File: config.mk
export PLATFORM = sky130hd
export DESIGN_NAME = gain_clip_ctrl
export DESIGN_NICKNAME = d
export VERILOG_FILES = /design/src/gain_clip_pkg.sv /design/src/gain_clip_ctrl.sv
export SDC_FILE = /design/constraint.sdc
export NUM_CORES = 1
export LEC_CHECK = 0
export BUFFER_PORTS_ARGS = -buffer_cell sky130_fd_sc_hd__buf_2
export CAP_MARGIN = 20
export CORE_MARGIN = 4
export CORE_UTILIZATION = 30
export DETAILED_ROUTE_END_ITERATION = 10
export GPL_TIMING_DRIVEN = 0
export SYNTH_ARGS = -nofsm -noshare
export SYNTH_HDL_FRONTEND = slang
export SYNTH_SLANG_ARGS = --single-unit
File: constraint.sdc
create_clock -name sys_clk -period 9.22 [get_ports sys_clk]
set_clock_uncertainty 0.2 [all_clocks]
set_input_delay 1.383 -clock sys_clk [delete_from_list [all_inputs] [get_ports sys_clk]]
set_output_delay 1.383 -clock sys_clk [all_outputs]
set_load 0.01 [all_outputs]
File: src/gain_clip_pkg.sv
// constants, field layouts and carrier types for the gain and clip control register bank
package gain_clip_pkg;
  // register offsets on the control port
  localparam logic [6:0] ADDR_GAIN_FIRST_LEFT = 7'h01;
  localparam logic [6:0] ADDR_GAIN_FIRST_RIGHT = 7'h02;
  localparam logic [6:0] ADDR_GAIN_SECOND_LEFT = 7'h03;
  localparam logic [6:0] ADDR_GAIN_SECOND_RIGHT = 7'h04;
  localparam logic [6:0] ADDR_GAIN_CLIP_CONTROL = 7'h05;
  localparam logic [6:0] ADDR_FIRST_ADC_LEFT_SEL = 7'h06;
  localparam int NUM_CHANNELS = 4;

  // reset values
  localparam logic [7:0] GAIN_RESET = 8'h00;
  localparam logic [7:0] GAIN_CLIP_CONTROL_RESET = 8'h86;
  localparam logic [7:0] INPUT_SELECT_RESET = 8'h41;

  // gain range, 7.1 two's complement (half-dB steps)
  localparam logic signed [7:0] GAIN_MIN = 8'shE8;
  localparam logic signed [7:0] GAIN_MAX = 8'sh50;
  localparam logic signed [7:0] GAIN_STEP = 8'sh01;

  // attenuation limits in half-dB codes: -3, -4, -5, -6 dB
  localparam logic [7:0] ATT_LIMIT_3DB = 8'hFA;
  localparam logic [7:0] ATT_LIMIT_4DB = 8'hF8;
  localparam logic [7:0] ATT_LIMIT_5DB = 8'hF6;
  localparam logic [7:0] ATT_LIMIT_6DB = 8'hF4;

  // clip detections before suppression starts
  localparam logic [6:0] TRIGGER_80 = 7'h50;
  localparam logic [6:0] TRIGGER_40 = 7'h28;
  localparam logic [6:0] TRIGGER_20 = 7'h14;
  localparam logic [6:0] TRIGGER_10 = 7'h0A;

  // input select codes
  localparam logic [5:0] SELECT_NONE = 6'h00;

  // smooth gain change: one half-dB step per interval
  localparam int CLK_PERIOD_NS = 20;
  localparam int RAMP_STEP_NS = 1000;
  localparam int RAMP_STEP_CYCLES = (RAMP_STEP_NS + CLK_PERIOD_NS - 1) / CLK_PERIOD_NS;
  localparam int RAMP_CNT_W = 6;

  // control port framing
  localparam logic [4:0] BITS_PER_FRAME = 5'h10;
  localparam logic [4:0] ADDR_BITS = 5'h08;

  typedef struct packed {
    logic ramp_enable;
    logic gang_enable;
    logic post_digital_clip_detect_enable;
    logic [1:0] suppression_attenuation_limit;
    logic [1:0] suppression_trigger_count;
    logic clip_suppression_enable;
  } gain_clip_control_t;

  typedef struct packed {
    logic input_invert;
    logic reserved_bit;
    logic [5:0] first_adc_left;
  } input_select_t;

  typedef struct packed {
    logic sclk;
    logic cs_n;
    logic mosi;
  } spi_in_t;

  typedef struct packed {
    logic suppression_active;
    logic [7:0] attenuation_limit;
  } suppression_t;

  typedef enum logic [1:0] {
    PORT_IDLE = 2'b00,
    PORT_ADDR = 2'b01,
    PORT_DATA = 2'b10
  } port_state_t;
endpackage

File: src/gain_clip_ctrl.sv
// gain, ganging, clip suppression and input select register bank behind the serial control port
`timescale 1ns/1ps

// Overview of operation
// - each gain register is 8-bit two's complement, one fractional bit, half-dB steps.
// - applied gain codes span 0xE8 (-12 dB) to 0x50 (+40 dB).
// - all four gain registers reset to zero, meaning 0 dB.
// - gain is analog plus digital, analog only when manual mapping is on.
// - gains sit at 0x01..0x04: first left, first right, second left, second right.
// - bit 7 set ramps gain gradually (reset value); cleared applies it immediately.
// - gang bit makes the other three channels follow first-left gain; reset off.
// - post-digital clip detection works only while bit 5 is set; reset off.
// - attenuation limit field 00..11 gives -3, -4, -5, -6 dB; reset 00.
// - trigger field 00..11 means 80, 40, 20, 10 detections; reset 11.
// - clipping suppression runs only while bit 0 is set; reset off.
// - control register 0x05 resets to 0x86.
// - register 0x06 holds invert bit 7, reserved bit 6, select 5..0; reset 0x41.
// - invert bit set flips polarity of the selected first-ADC left input.
// - select code 1 picks first single-ended left input, code 0 picks none.
module gain_clip_ctrl (
  // clock and reset
  input wire logic sys_clk,
  input wire logic resetn,
  // serial control port pins
  input wire gain_clip_pkg::spi_in_t spi_in,
  output logic spi_miso,
  output logic spi_miso_oe,
  // gain mapping mode and clip events from the datapath
  input wire logic manual_gain_map,
  input wire logic clip_event,
  // applied gains, channel order as the register order
  output logic [gain_clip_pkg::NUM_CHANNELS-1:0][7:0] applied_gain,
  output logic gain_analog_only,
  // clip handling
  output logic clip_detect_active,
  output gain_clip_pkg::suppression_t suppression,
  // first-ADC left input routing
  output logic [5:0] first_adc_left_select,
  output logic first_adc_left_none,
  output logic first_adc_left_invert
);

  function automatic logic [7:0] clamp_gain(input logic [7:0] code);
    if ($signed(code) < gain_clip_pkg::GAIN_MIN) begin
      clamp_gain = gain_clip_pkg::GAIN_MIN;
    end else if ($signed(code) > gain_clip_pkg::GAIN_MAX) begin
      clamp_gain = gain_clip_pkg::GAIN_MAX;
    end else begin
      clamp_gain = code;
    end
  endfunction

  function automatic logic [6:0] trigger_threshold(input logic [1:0] field);
    case (field)
      2'b00: trigger_threshold = gain_clip_pkg::TRIGGER_80;
      2'b01: trigger_threshold = gain_clip_pkg::TRIGGER_40;
      2'b10: trigger_threshold = gain_clip_pkg::TRIGGER_20;
      default: trigger_threshold = gain_clip_pkg::TRIGGER_10;
    endcase
  endfunction

  function automatic logic [7:0] attenuation_code(input logic [1:0] field);
    case (field)
      2'b00: attenuation_code = gain_clip_pkg::ATT_LIMIT_3DB;
      2'b01: attenuation_code = gain_clip_pkg::ATT_LIMIT_4DB;
      2'b10: attenuation_code = gain_clip_pkg::ATT_LIMIT_5DB;
      default: attenuation_code = gain_clip_pkg::ATT_LIMIT_6DB;
    endcase
  endfunction

  // pin synchronisers; stage one feeds stage two only
  gain_clip_pkg::spi_in_t pin_meta_q;
  gain_clip_pkg::spi_in_t pin_sync_q;
  gain_clip_pkg::spi_in_t pin_last_q;

  always_ff @(posedge sys_clk or negedge resetn) begin
    if (!resetn) begin
      pin_meta_q <= '{sclk: 1'b0, cs_n: 1'b1, mosi: 1'b0};
      pin_sync_q <= '{sclk: 1'b0, cs_n: 1'b1, mosi: 1'b0};
      pin_last_q <= '{sclk: 1'b0, cs_n: 1'b1, mosi: 1'b0};
    end else begin
      pin_meta_q <= spi_in;
      pin_sync_q <= pin_meta_q;
      pin_last_q <= pin_sync_q;
    end
  end

  logic sclk_rise;
  logic sclk_fall;
  logic selected;
  assign selected = !pin_sync_q.cs_n;
  assign sclk_rise = selected && pin_sync_q.sclk && !pin_last_q.sclk;
  assign sclk_fall = selected && !pin_sync_q.sclk && pin_last_q.sclk;

  // frame: 7-bit address, read flag, then data bytes with auto-increment
  gain_clip_pkg::port_state_t port_state_q;
  logic [4:0] bit_cnt_q;
  logic [7:0] shift_in_q;
  logic [7:0] shift_out_q;
  logic [6:0] addr_q;
  logic read_q;
  logic wr_strobe_q;
  logic [6:0] wr_addr_q;
  logic [7:0] wr_data_q;
  logic [7:0] shift_next;
  assign shift_next = {shift_in_q[6:0], pin_sync_q.mosi};

  // stored registers
  logic [gain_clip_pkg::NUM_CHANNELS-1:0][7:0] gain_q;
  gain_clip_pkg::gain_clip_control_t control_q;
  gain_clip_pkg::input_select_t input_sel_q;

  function automatic logic [7:0] read_reg(input logic [6:0] addr);
    case (addr)
      gain_clip_pkg::ADDR_GAIN_FIRST_LEFT: read_reg = gain_q[0];
      gain_clip_pkg::ADDR_GAIN_FIRST_RIGHT: read_reg = gain_q[1];
      gain_clip_pkg::ADDR_GAIN_SECOND_LEFT: read_reg = gain_q[2];
      gain_clip_pkg::ADDR_GAIN_SECOND_RIGHT: read_reg = gain_q[3];
      gain_clip_pkg::ADDR_GAIN_CLIP_CONTROL: read_reg = control_q;
      gain_clip_pkg::ADDR_FIRST_ADC_LEFT_SEL: read_reg = input_sel_q;
      default: read_reg = 8'h00;
    endcase
  endfunction

  always_ff @(posedge sys_clk or negedge resetn) begin
    if (!resetn) begin
      port_state_q <= gain_clip_pkg::PORT_IDLE;
      bit_cnt_q <= 5'h00;
      shift_in_q <= 8'h00;
      addr_q <= 7'h00;
      read_q <= 1'b0;
      wr_strobe_q <= 1'b0;
      wr_addr_q <= 7'h00;
      wr_data_q <= 8'h00;
    end else begin
      wr_strobe_q <= 1'b0;
      case (port_state_q)
        gain_clip_pkg::PORT_IDLE: begin
          bit_cnt_q <= 5'h00;
          if (selected) begin
            port_state_q <= gain_clip_pkg::PORT_ADDR;
          end
        end
        gain_clip_pkg::PORT_ADDR: begin
          if (!selected) begin
            port_state_q <= gain_clip_pkg::PORT_IDLE;
          end else if (sclk_rise) begin
            shift_in_q <= shift_next;
            bit_cnt_q <= bit_cnt_q + 5'h01;
            if (bit_cnt_q + 5'h01 == gain_clip_pkg::ADDR_BITS) begin
              addr_q <= shift_next[7:1];
              read_q <= shift_next[0];
              port_state_q <= gain_clip_pkg::PORT_DATA;
            end
          end
        end
        gain_clip_pkg::PORT_DATA: begin
          if (!selected) begin
            port_state_q <= gain_clip_pkg::PORT_IDLE;
          end else if (sclk_rise) begin
            shift_in_q <= shift_next;
            if (bit_cnt_q + 5'h01 == gain_clip_pkg::BITS_PER_FRAME) begin
              bit_cnt_q <= gain_clip_pkg::ADDR_BITS;
              addr_q <= addr_q + 7'h01;
              wr_strobe_q <= !read_q;
              wr_addr_q <= addr_q;
              wr_data_q <= shift_next;
            end else begin
              bit_cnt_q <= bit_cnt_q + 5'h01;
            end
          end
        end
        default: port_state_q <= gain_clip_pkg::PORT_IDLE;
      endcase
    end
  end

  // read data: loaded as each data byte starts, shifted out on falling clock
  logic load_out;
  assign load_out = (port_state_q == gain_clip_pkg::PORT_ADDR && sclk_rise &&
    bit_cnt_q + 5'h01 == gain_clip_pkg::ADDR_BITS) ||
    (port_state_q == gain_clip_pkg::PORT_DATA && sclk_rise &&
    bit_cnt_q + 5'h01 == gain_clip_pkg::BITS_PER_FRAME);

  always_ff @(posedge sys_clk or negedge resetn) begin
    if (!resetn) begin
      shift_out_q <= 8'h00;
      spi_miso <= 1'b0;
      spi_miso_oe <= 1'b0;
    end else begin
      spi_miso_oe <= selected && read_q && port_state_q == gain_clip_pkg::PORT_DATA;
      if (load_out) begin
        shift_out_q <= (port_state_q == gain_clip_pkg::PORT_ADDR) ?
          read_reg(shift_next[7:1]) : read_reg(addr_q + 7'h01);
      end else if (sclk_fall && port_state_q == gain_clip_pkg::PORT_DATA) begin
        spi_miso <= shift_out_q[7];
        shift_out_q <= {shift_out_q[6:0], 1'b0};
      end
    end
  end

  // register writes; followers keep their own stored value while ganged
  genvar ch;
  generate
    for (ch = 0; ch < gain_clip_pkg::NUM_CHANNELS; ch++) begin : g_gain_reg
      always_ff @(posedge sys_clk or negedge resetn) begin
        if (!resetn) begin
          gain_q[ch] <= gain_clip_pkg::GAIN_RESET;
        end else if (wr_strobe_q &&
            wr_addr_q == gain_clip_pkg::ADDR_GAIN_FIRST_LEFT + 7'(ch)) begin
          gain_q[ch] <= wr_data_q;
        end
      end
    end
  endgenerate

  always_ff @(posedge sys_clk or negedge resetn) begin
    if (!resetn) begin
      control_q <= gain_clip_pkg::GAIN_CLIP_CONTROL_RESET;
      input_sel_q <= gain_clip_pkg::INPUT_SELECT_RESET;
    end else if (wr_strobe_q) begin
      if (wr_addr_q == gain_clip_pkg::ADDR_GAIN_CLIP_CONTROL) begin
        control_q <= wr_data_q;
      end
      // bit 6 is stored as written; the host keeps it at one
      if (wr_addr_q == gain_clip_pkg::ADDR_FIRST_ADC_LEFT_SEL) begin
        input_sel_q <= wr_data_q;
      end
    end
  end

  // per-channel target and smooth/immediate gain application
  logic [gain_clip_pkg::NUM_CHANNELS-1:0][7:0] target;
  localparam int RAMP_W = gain_clip_pkg::RAMP_CNT_W;
  logic [RAMP_W-1:0] ramp_cnt_q;
  localparam logic [RAMP_W-1:0] RAMP_LAST = RAMP_W'(gain_clip_pkg::RAMP_STEP_CYCLES - 1);
  logic ramp_tick;
  assign ramp_tick = (ramp_cnt_q == RAMP_LAST);

  always_ff @(posedge sys_clk or negedge resetn) begin
    if (!resetn) begin
      ramp_cnt_q <= '0;
    end else begin
      ramp_cnt_q <= ramp_tick ? '0 : ramp_cnt_q + RAMP_W'(1);
    end
  end

  generate
    for (ch = 0; ch < gain_clip_pkg::NUM_CHANNELS; ch++) begin : g_apply
      // followers use the first-left value only while ganged
      assign target[ch] = clamp_gain(control_q.gang_enable ? gain_q[0] : gain_q[ch]);
      always_ff @(posedge sys_clk or negedge resetn) begin
        if (!resetn) begin
          applied_gain[ch] <= gain_clip_pkg::GAIN_RESET;
        end else if (!control_q.ramp_enable) begin
          applied_gain[ch] <= target[ch];
        end else if (ramp_tick && $signed(applied_gain[ch]) < $signed(target[ch])) begin
          applied_gain[ch] <= applied_gain[ch] + gain_clip_pkg::GAIN_STEP;
        end else if (ramp_tick && $signed(applied_gain[ch]) > $signed(target[ch])) begin
          applied_gain[ch] <= applied_gain[ch] - gain_clip_pkg::GAIN_STEP;
        end
      end
    end
  endgenerate

  always_ff @(posedge sys_clk or negedge resetn) begin
    if (!resetn) begin
      gain_analog_only <= 1'b0;
    end else begin
      gain_analog_only <= manual_gain_map;
    end
  end

  // clip counting and suppression; counter clears whenever either enable drops
  logic [6:0] clip_detection_count_q;
  logic counting;
  assign counting = control_q.post_digital_clip_detect_enable && control_q.clip_suppression_enable;

  always_ff @(posedge sys_clk or negedge resetn) begin
    if (!resetn) begin
      clip_detection_count_q <= 7'h00;
      clip_detect_active <= 1'b0;
      suppression <= '{suppression_active: 1'b0, attenuation_limit: gain_clip_pkg::ATT_LIMIT_3DB};
    end else begin
      clip_detect_active <= control_q.post_digital_clip_detect_enable;
      suppression.attenuation_limit <=
        attenuation_code(control_q.suppression_attenuation_limit);
      if (!counting) begin
        clip_detection_count_q <= 7'h00;
        suppression.suppression_active <= 1'b0;
      end else if (clip_detection_count_q >=
          trigger_threshold(control_q.suppression_trigger_count)) begin
        suppression.suppression_active <= 1'b1;
      end else if (clip_event) begin
        clip_detection_count_q <= clip_detection_count_q + 7'h01;
      end
    end
  end

  // input routing
  always_ff @(posedge sys_clk or negedge resetn) begin
    if (!resetn) begin
      first_adc_left_select <= gain_clip_pkg::INPUT_SELECT_RESET[5:0];
      first_adc_left_none <= 1'b0;
      first_adc_left_invert <= 1'b0;
    end else begin
      first_adc_left_select <= input_sel_q.first_adc_left;
      first_adc_left_none <= input_sel_q.first_adc_left == gain_clip_pkg::SELECT_NONE;
      first_adc_left_invert <= input_sel_q.input_invert;
    end
  end

  AST_GAIN_IN_RANGE: assert property (@(posedge sys_clk) disable iff (!resetn)
    $signed(applied_gain[1]) >= gain_clip_pkg::GAIN_MIN &&
    $signed(applied_gain[1]) <= gain_clip_pkg::GAIN_MAX)
    else $error("applied gain out of range");
  AST_IMMEDIATE_GAIN: assert property (@(posedge sys_clk) disable iff (!resetn)
    !control_q.ramp_enable && $stable(control_q) && $stable(gain_q) |=>
    applied_gain[0] == $past(target[0]))
    else $error("immediate gain change not applied in one cycle");
  AST_RAMP_ONE_STEP: assert property (@(posedge sys_clk) disable iff (!resetn)
    control_q.ramp_enable && !ramp_tick |=> $stable(applied_gain[2]))
    else $error("ramped gain moved off a step tick");
  AST_GANG_FOLLOW: assert property (@(posedge sys_clk) disable iff (!resetn)
    control_q.gang_enable |-> target[3] == clamp_gain(gain_q[0]))
    else $error("ganged channel not following first left");
  AST_WRITE_CONTROL: assert property (@(posedge sys_clk) disable iff (!resetn)
    wr_strobe_q && wr_addr_q == gain_clip_pkg::ADDR_GAIN_CLIP_CONTROL |=>
    control_q == $past(wr_data_q))
    else $error("control write not stored");
  AST_CLIP_DISABLED: assert property (@(posedge sys_clk) disable iff (!resetn)
    !control_q.post_digital_clip_detect_enable |=> clip_detection_count_q == 7'h00 &&
    !clip_detect_active)
    else $error("clip counting while detection disabled");
  AST_SUPPRESS_OFF: assert property (@(posedge sys_clk) disable iff (!resetn)
    !control_q.clip_suppression_enable |=> !suppression.suppression_active)
    else $error("suppression active while disabled");
  AST_TRIGGER: assert property (@(posedge sys_clk) disable iff (!resetn)
    counting && $stable(control_q) && clip_detection_count_q ==
    trigger_threshold(control_q.suppression_trigger_count) |=> suppression.suppression_active)
    else $error("suppression did not start at trigger count");
  AST_ATT_LIMIT: assert property (@(posedge sys_clk) disable iff (!resetn)
    control_q.suppression_attenuation_limit == 2'b11 |=>
    suppression.attenuation_limit == gain_clip_pkg::ATT_LIMIT_6DB)
    else $error("attenuation limit wrong");
  AST_INVERT: assert property (@(posedge sys_clk) disable iff (!resetn)
    1'b1 |=> first_adc_left_invert == $past(input_sel_q.input_invert))
    else $error("invert output lags register");
  AST_NONE_SELECT: assert property (@(posedge sys_clk) disable iff (!resetn)
    input_sel_q.first_adc_left == 6'h01 |=> !first_adc_left_none)
    else $error("code one decoded as no input");
  AST_ANALOG_ONLY: assert property (@(posedge sys_clk) disable iff (!resetn)
    manual_gain_map |=> gain_analog_only)
    else $error("analog-only flag missed");
endmodule

==> PnR_summary.wiki, run 1 <==
{| class="wikitable"
! Metric !! Value
|-
| Status || finished, final reports clean
|-
| Part of the power in the clock network || between 40% and 50%
|-
| Count of pins over their slew limit || 0
|-
| Post-Syn Area per Cell || 9.76 sq um
|-
| Maximum buffer depth of the clock tree || 2
|-
| DR DRC count || 0
|-
| Internal power consumption || 1.21 mW
|-
| Main flop type after synthesis || sky130_fd_sc_hd__dfrtp_1
|-
| CTS tree || done
|-
| CTS Hold Buffers Added || 0
|-
| Number of nets at the end of the flow || 1263
|-
| Highest ir drop seen on vdd || about 0.00013 V
|-
| Overall overflow remaining after global route || 0
|-
| Root buf cell || sky130_fd_sc_hd__clkbuf_16
|-
| Wirelength, routed || roughly 29 mm
|-
| Final worst path period need || roughly 5700 ps
|-
| Gate count after technology mapping || roughly 1100
|-
| Synth async-reset ratio || 100%
|-
| Startpoint types || flop
|-
| Source-to-sink clock delay at the later pin of the worst-skew pair || 440 ps
|-
| Kind of capture point of the worst setup path || flop
|-
| Count of routing violations after the opening detailed-route iteration || 666
|-
| Die boundary height || just under 200 um
|-
| Post-synthesis instance area || between 10000 and 15000 sq um
|-
| Die Footprint || 38800 sq um
|-
| Clock-pin slew on the worst setup and hold paths || around 70 ps
|-
| Setup total negative slack || 0 ps
|-
| Cts repair resizes || 0
|-
| Unrepaired setup endpoints after global routing || no
|-
| Total I/O pin count || 60
|-
| Area growth from synthesis to final layout || 13.7%
|-
| Global-route wire length before repair || ~47 mm
|-
| Vias in the first global route || 8631
|-
| Simple-gate portion of the synthesized area || 14.8%
|-
| Most common cell after layout, fill and taps aside || sky130_fd_sc_hd__dfrtp_1
|-
| Most frequent cells in the layout || sky130_fd_sc_hd__dfrtp_1 (152), sky130_fd_sc_hd__mux2_2 (82), sky130_fd_sc_hd__nand2_1 (81)
|-
| Worst setup margin || 3540 ps
|-
| Die extent in x || 197 um
|-
| Peak fanout along the critical path || 10
|-
| Max transition margin || between 40 and 50%
|-
| Sink count of the clock tree || about 160
|-
| Largest net degree at the start of global routing || roughly 110
|-
| Total power density per cell area || 145 nW/um^2
|-
| Core ar. || roughly 35000 sq um
|-
| GP Congestion || approximately 0.92
|-
| Xor and xnor fraction of the mapped netlist area || around 2.5%
|-
| Main combinational cell family by area after synthesis || compound AO/OA/AOI/OAI gates
|-
| Complex-gate fraction of the synthesized area || 17.9%
|-
| Total vias in the final route || 8691
|-
| Level count of the clock H-tree || 4
|-
| Switching share of total power || a little under a third
|-
| First-pass iteration count of the detailed router || 7
|-
| Fraction of layout instances using a drive strength above 1 || 19.9%
|-
| Logic pwr share || between 15 and 20%
|-
| Routed len/inst || ~18 um
|-
| Synthesized-area fraction occupied by adder cells || roughly 9.8%
|-
| Distinct cell type count after synthesis || between 80 and 90
|-
| Detailed placer's ending HPWL || roughly 21 mm
|-
| Hold Violations, Final || 0
|-
| Number of buffers inserted during clock tree synthesis || 17
|-
| Antenna violations before repair || 0
|-
| Share of synthesized area occupied by flip-flops and latches || between 30 and 40%
|-
| Net switching power || between 0.5 and 0.6 mW
|-
| Class of the most critical hold timing path || flop to flop
|-
| Required time at the endpoint of the critical path || just over 9000 ps
|-
| Least-Margin Pin Slew || approximately 770 ps
|-
| Diode count || 0
|-
| Setup Crit Path Kind || flop to flop
|-
| Post-detailed-route count of antenna-violating nets || 0
|-
| Number of core rows || between 60 and 70
|-
| Data arrival, critical path || roughly 5800 ps
|-
| Number of synthesized register bits || about 160
|-
| Share of cell area taken by muxes after synthesis || 12.4%
|-
| Max-capacitance violation count || 0
|-
| Static leakage || approximately 5.5 nW
|-
| Number of enable-type register cells in the synthesized netlist || 0
|-
| Total number of yosys warnings || 0
|-
| Initial core utilization || 30.7%
|-
| Share of the clock period used by the worst path after layout || between 60% and 70%
|-
| Avg Vias per Cell || around 5.3
|-
| Worst slack at placement || 3710 ps
|-
| Overall track demand over capacity in global routing || between 10% and 20%
|-
| Maximum clock rate || ~0.18 GHz
|-
| Relative contribution of sequential cells to total power || 42.9%
|-
| Count of final setup violators || 0
|-
| Number of setup buffers added after CTS || 0
|-
| Number of buffers inserted by port buffering || 54
|}
worst paths after layout:
check | from | endpoint | slack [ps] | cells after the start
min | pin_meta_q[2] | pin_sync_q[2] | 150 | 0
max in group asynchronous | resetn | applied_gain[3] | 7280 | 2
max reg2reg | gain_q[3] | applied_gain[15] | 3540 | 21
min reg2reg | pin_meta_q[2] | pin_sync_q[2] | 150 | 0
max | gain_q[3] | applied_gain[15] | 3540 | 21
min in group asynchronous | resetn | pin_meta_q[0] | 650 | 1
flip-flops by register name, indices dropped and copies added (netlist names), 2 cells and up:
register                flops
applied_gain               32
gain_q                     32
control_q                   8
input_sel_q                 8
shift_out_q                 8
wr_data_q                   8
addr_q                      7
clip_detection_count_q      7
shift_in_q                  7
wr_addr_q                   7
first_adc_left_select       6
ramp_cnt_q                  6
bit_cnt_q                   5
suppression                 4
pin_meta_q                  3
pin_sync_q                  3
port_state_q                2
synthesized netlist by cell type, types with 24 or more instances:
library cell	n	share of area [%]
sky130_fd_sc_hd__ha_1	77	9.0
sky130_fd_sc_hd__dfrtp_1	152	36
sky130_fd_sc_hd__clkbuf_1	30	1.1
sky130_fd_sc_hd__nor2_1	60	2.1
sky130_fd_sc_hd__o21ai_0	70	3.3
sky130_fd_sc_hd__nand3_1	26	1.2
sky130_fd_sc_hd__inv_1	43	1.5
sky130_fd_sc_hd__mux2i_1	36	3.4
sky130_fd_sc_hd__mux2_2	82	8.6
sky130_fd_sc_hd__xnor2_1	24	2.0
sky130_fd_sc_hd__a21oi_1	68	3.2
sky130_fd_sc_hd__nand2_1	81	2.8
metrics by stage:
step | hold slack, ps | utilization, % | cell area [sq um] | cells | total power [mW]
floorplan | 131 | - | 10700 | 1100 | 0.959
global placement | 134 | 33.1 | 11600 | 1609 | 1.06
detailed placement | 135 | 33.2 | 11600 | 1610 | 1.06
CTS | 151 | 34.9 | 12200 | 1642 | 1.78
global route | 159 | 34.9 | 12200 | 1643 | 1.84
finish | 149 | 34.9 | 12200 | 1643 | 1.76
kinds of logic after synthesis:
group	Yosys count
AO/OA/AOI/OAI	289
XOR/XNOR	31
adder cells (fa/ha/maj)	82
buffers and inverters	108
flip-flops	162
multiplexers	121
other	2
AND/OR/NAND/NOR	302
metal layers:
metal / vias up / track usage [%] / wire length (um)
met3: 35 / 2.38 / 1300
met2: 215 / 24.8 / 13700
met5: - / 0 / 0
met1: 4260 / 20.5 / 13200
li1: 4181 / - / -
met4: 0 / 4.73 / 682
critical path, cell delays in order, from the launching register on:
cell	delay [ps]
sky130_fd_sc_hd__dfrtp_1	380
sky130_fd_sc_hd__clkbuf_1	460
sky130_fd_sc_hd__mux2i_1	300
sky130_fd_sc_hd__a21o_1	250
sky130_fd_sc_hd__o21ai_0	140
sky130_fd_sc_hd__nand2_1	120
sky130_fd_sc_hd__nand2_1	90
sky130_fd_sc_hd__o21ai_0	190
sky130_fd_sc_hd__ha_1	350
sky130_fd_sc_hd__nor2b_1	140
sky130_fd_sc_hd__o211ai_1	190
sky130_fd_sc_hd__a21oi_1	100
sky130_fd_sc_hd__o22ai_1	280
sky130_fd_sc_hd__nand2_1	320
sky130_fd_sc_hd__ha_1	370
sky130_fd_sc_hd__a21oi_1	230
sky130_fd_sc_hd__o211ai_1	180
sky130_fd_sc_hd__o41ai_1	660
sky130_fd_sc_hd__nand3_1	150
sky130_fd_sc_hd__a211o_1	260
sky130_fd_sc_hd__o2111ai_1	110
sky130_fd_sc_hd__a221oi_1	80
power by group through the flow:
stage               Sequential [mW]  Combinational, mW  Clock (mW)
floorplan                     0.762              0.197           0
finish                        0.757              0.300       0.706
global placement              0.769              0.291           0
detailed placement            0.770              0.294           0
CTS                           0.756              0.297       0.728
global route                  0.760              0.327       0.755
final cells by class:
type                    count  area (sq um)
fillers                  3587         22700
multi-input cells         830          6170
flip-flops and latches    162          4070
well taps                 455           569
clock buffers              17           425
repair buffers             56           313
plain buffers              64           309
inverters                  44           165
clock inverters            15           150
No activity file was read; power rests on OpenSTA's default activity.
==> run 2, diff against run 1 <==
==> constraint.sdc (replaced) <==
create_clock -name sys_clk -period 5 [get_ports sys_clk]
set_clock_uncertainty 0.2 [all_clocks]
set_input_delay 0.75 -clock sys_clk [delete_from_list [all_inputs] [get_ports sys_clk]]
set_output_delay 0.75 -clock sys_clk [all_outputs]
set_load 0.01 [all_outputs]
==> run 2 against run 1 <==
Net effect:
- hold slack worse by 130 ps
- count of clock-buffer cells in the layout stayed put
- critical path depth up 1
- fmax up 20%
- via count increased by 1.3%
- largest cell class unchanged
- non-clock buffer count grew 6
- global-route usage about the same
- critical endpoint unchanged
- sequential share of layout area shrank 0.45 points
- combinational power grew 84%
- total power is 85% higher
- cell count up 0.37%
==> PnR_summary.wiki, run 2 (synthesis results as in run 1) <==
{| class="wikitable"
! Metric !! Value
|-
| Status || finished, final reports clean
|-
| Number of core rows || 68 (unchanged)
|-
| Number of buffers inserted during clock tree synthesis || 17 (unchanged)
|-
| Count of pins over their slew limit || 0 (unchanged)
|-
| Startpoint of the worst-slack reg-to-reg timing path || gain_q[3]
|-
| GP Congestion || 0.922 (unchanged)
|-
| Routed len/inst || 17.7 um (+0.64%)
|-
| First-pass iteration count of the detailed router || 5 (-2)
|-
| Antenna violations before repair || 0 (unchanged)
|-
| Max transition margin || 49.1% (+1.3 points)
|-
| Setup Crit Path Kind || flop to flop
|-
| Vias in the first global route || 8678 (+0.54%)
|-
| Worst reg-to-reg path cell count || 22 (+4.8%)
|-
| Data arrival, critical path || 4820 ps (-960 ps)
|-
| Max-capacitance violation count || 0 (unchanged)
|-
| Source-to-sink clock delay at the later pin of the worst-skew pair || 440 ps (about the same)
|-
| Placed standard-cell area || 11600 sq um (unchanged)
|-
| Setup total negative slack || 0 ps (unchanged)
|-
| Detailed placer's ending HPWL || 21.3 mm (unchanged)
|-
| Required time at the endpoint of the critical path || 5100 ps (-4220 ps)
|-
| Largest net degree at the start of global routing || 111 (unchanged)
|-
| Root buf cell || sky130_fd_sc_hd__clkbuf_16
|-
| Total vias in the final route || 8802 (+1.3%)
|-
| Launch point of the critical path || gain_q[3]
|-
| Post-detailed-route count of antenna-violating nets || 0 (unchanged)
|-
| Total power after layout || 3.25 mW (+85%)
|-
| Count of placed standard cells including taps || 1610 (unchanged)
|-
| Diode count || 0 (unchanged)
|-
| Startpoint types || flop
|-
| Most frequent cells in the layout || sky130_fd_sc_hd__dfrtp_1 (152), sky130_fd_sc_hd__mux2_2 (82), sky130_fd_sc_hd__nand2_1 (78)
|-
| Maximum buffer depth of the clock tree || 2 (unchanged)
|-
| Avg Vias per Cell || 5.34 (+0.91%)
|-
| Initial core utilization || 30.7% (unchanged)
|-
| Least-Margin Pin Slew || 760 ps (-13.3 ps)
|-
| R2R Setup Slk || 280 ps (-3260 ps)
|-
| Clock-pin slew on the worst setup and hold paths || 70 ps (about the same)
|-
| Sink count of the clock tree || 162 (unchanged)
|-
| Maximum clock rate || 0.212 GHz (+20%)
|-
| Highest ir drop seen on vdd || 0.000238 V (+84%)
|-
| Count of routing violations after the opening detailed-route iteration || 646 (-3.0%)
|-
| Count of final setup violators || 0 (unchanged)
|-
| Die extent in x || 197 um (unchanged)
|-
| Static leakage || 5.60 nW (+1.2%)
|-
| Total power density per cell area || 264 nW/um^2 (+82%)
|-
| Destination of the critical timing path || applied_gain[15]
|-
| Finished Cell Area || 12300 sq um (+1.4%)
|-
| Fraction of layout instances using a drive strength above 1 || 22.0% (+2.2 points)
|-
| Overall track demand over capacity in global routing || 15.1% (+0.032 points)
|-
| Kind of capture point of the worst setup path || flop
|-
| Share of the clock period used by the worst path after layout || 94.4% (+33 points)
|-
| Number of non-filler instances in the completed layout || 1649 (+0.37%)
|-
| Die Footprint || 38800 sq um (unchanged)
|-
| Peak fanout along the critical path || 10 (unchanged)
|-
| Most common cell after layout, fill and taps aside || sky130_fd_sc_hd__dfrtp_1
|-
| Total I/O pin count || 60 (unchanged)
|-
| Area growth from synthesis to final layout || 15.3%
|-
| Wirelength, routed || 29.2 mm (+1.0%)
|-
| Global-route wire length before repair || 47.6 mm (+0.22%)
|-
| Share of the core filled with cells || 35.4% (+0.48 points)
|-
| Overall overflow remaining after global route || 0 (unchanged)
|-
| Level count of the clock H-tree || 4 (unchanged)
|-
| Hold Violations, Final || 0 (unchanged)
|-
| Class of the most critical hold timing path || primary input to async pin
|-
| Final worst path period need || 4720 ps (-959 ps)
|-
| Largest regs || applied_gain (32), gain_q (32)
|-
| Number of nets at the end of the flow || 1269 (+0.48%)
|-
| Core ar. || 34900 sq um (unchanged)
|-
| Endpoint of the lowest-slack register-to-register path || applied_gain[15]
|-
| CTS tree || done
|-
| Number of buffers inserted by port buffering || 54 (unchanged)
|-
| DR DRC count || 0 (unchanged)
|-
| Die boundary height || 197 um (unchanged)
|}
[run 2: cell count changes in the layout (fill, tap and decap cells not counted), moves of 3 or more]
cell                      delta
sky130_fd_sc_hd__buf_2       -4
sky130_fd_sc_hd__buf_4       +8
sky130_fd_sc_hd__mux2i_1     -3
sky130_fd_sc_hd__mux2i_2     +3
sky130_fd_sc_hd__nand2_1     -3
sky130_fd_sc_hd__o21ai_0     -6
sky130_fd_sc_hd__o21ai_2     +3
sky130_fd_sc_hd__o41ai_1     -3
sky130_fd_sc_hd__o41ai_2     +3
[run 2: metrics by stage]
step / hold WS, ps / setup WS [ps]
2_1_floorplan: 131 / 398
6_report: 15.6 / 279
3_3_place_gp: 134 / -393
5_1_grt: 41.0 / -27.3
3_5_place_dp: 135 / -510
4_1_cts: 22.3 / 36.1
[run 2: how the worst min path moves through the flow]
| stage | to | slack [ps] | cells past startpoint |
|---|---|---|---|
| final | pin_meta_q[0] | 20 | 1 |
| after global routing | pin_meta_q[0] | 40 | 1 |
| after CTS | pin_meta_q[0] | 20 | 1 |
| after detailed placement | pin_sync_q[2] | 130 | 0 |
| after global placement | pin_sync_q[2] | 130 | 0 |
| after floorplan | pin_sync_q[0] | 130 | 0 |
[run 2: layout make-up]
| class | count | area (sq um) |
|---|---|---|
| fill | 3575 | 22500 |
| multi-input combinational | 830 | 6280 |
| sequential | 162 | 4070 |
| tap | 455 | 569 |
| clock buffer | 17 | 425 |
| timing repair buffer | 62 | 360 |
| buffer | 64 | 323 |
| inverter | 44 | 165 |
| clock inverter | 15 | 150 |
[run 2: timing repair]
item / in CTS / in global routing
setup endpoints to repair: 8 / 8
cloned: 0 / 0
hold buffers: 0 / 0
buffers inserted: 1 / 6
gates resized for setup: 11 / 26
pin swaps: 1 / 4
[run 2: critical path, cell delays in order, from the launching register on]
cell and delay (ps):
sky130_fd_sc_hd__dfrtp_1 400, sky130_fd_sc_hd__clkbuf_2 240, sky130_fd_sc_hd__mux2i_2 340, sky130_fd_sc_hd__a21o_1 200, sky130_fd_sc_hd__o21ai_0 70, sky130_fd_sc_hd__nand2_1 140, sky130_fd_sc_hd__nand2_1 90, sky130_fd_sc_hd__o21ai_2 110
sky130_fd_sc_hd__ha_1 280, sky130_fd_sc_hd__nor2b_1 140, sky130_fd_sc_hd__o211ai_1 190, sky130_fd_sc_hd__a21oi_1 120, sky130_fd_sc_hd__o22ai_2 230, sky130_fd_sc_hd__nand2_4 140, sky130_fd_sc_hd__ha_1 350, sky130_fd_sc_hd__a21oi_2 180
sky130_fd_sc_hd__o211ai_1 160, sky130_fd_sc_hd__o41ai_2 300, sky130_fd_sc_hd__buf_4 180, sky130_fd_sc_hd__nand3_1 80, sky130_fd_sc_hd__a211o_1 250, sky130_fd_sc_hd__o2111ai_1 110, sky130_fd_sc_hd__a221oi_1 80
[run 2: where the power goes]
group          switching [mW]  total (mW)  leakage [nW]  internal, mW
Clock                   0.604        1.30         0.279         0.700
Combinational           0.369       0.553          3.14         0.183
Sequential             0.0456        1.40          2.19          1.35
[run 2: routing by layer]
| metal | wire length, um | vias to the layer above | share of wire [%] | global-route usage (%) |
|---|---|---|---|---|
| met5 | 0 | - | 0 | 0 |
| met3 | 1360 | 43 | 4.7 | 2.39 |
| li1 | - | 4188 | - | - |
| met4 | 752 | 0 | 2.6 | 4.93 |
| met1 | 13200 | 4339 | 45 | 20.5 |
| met2 | 13900 | 232 | 47 | 24.7 |
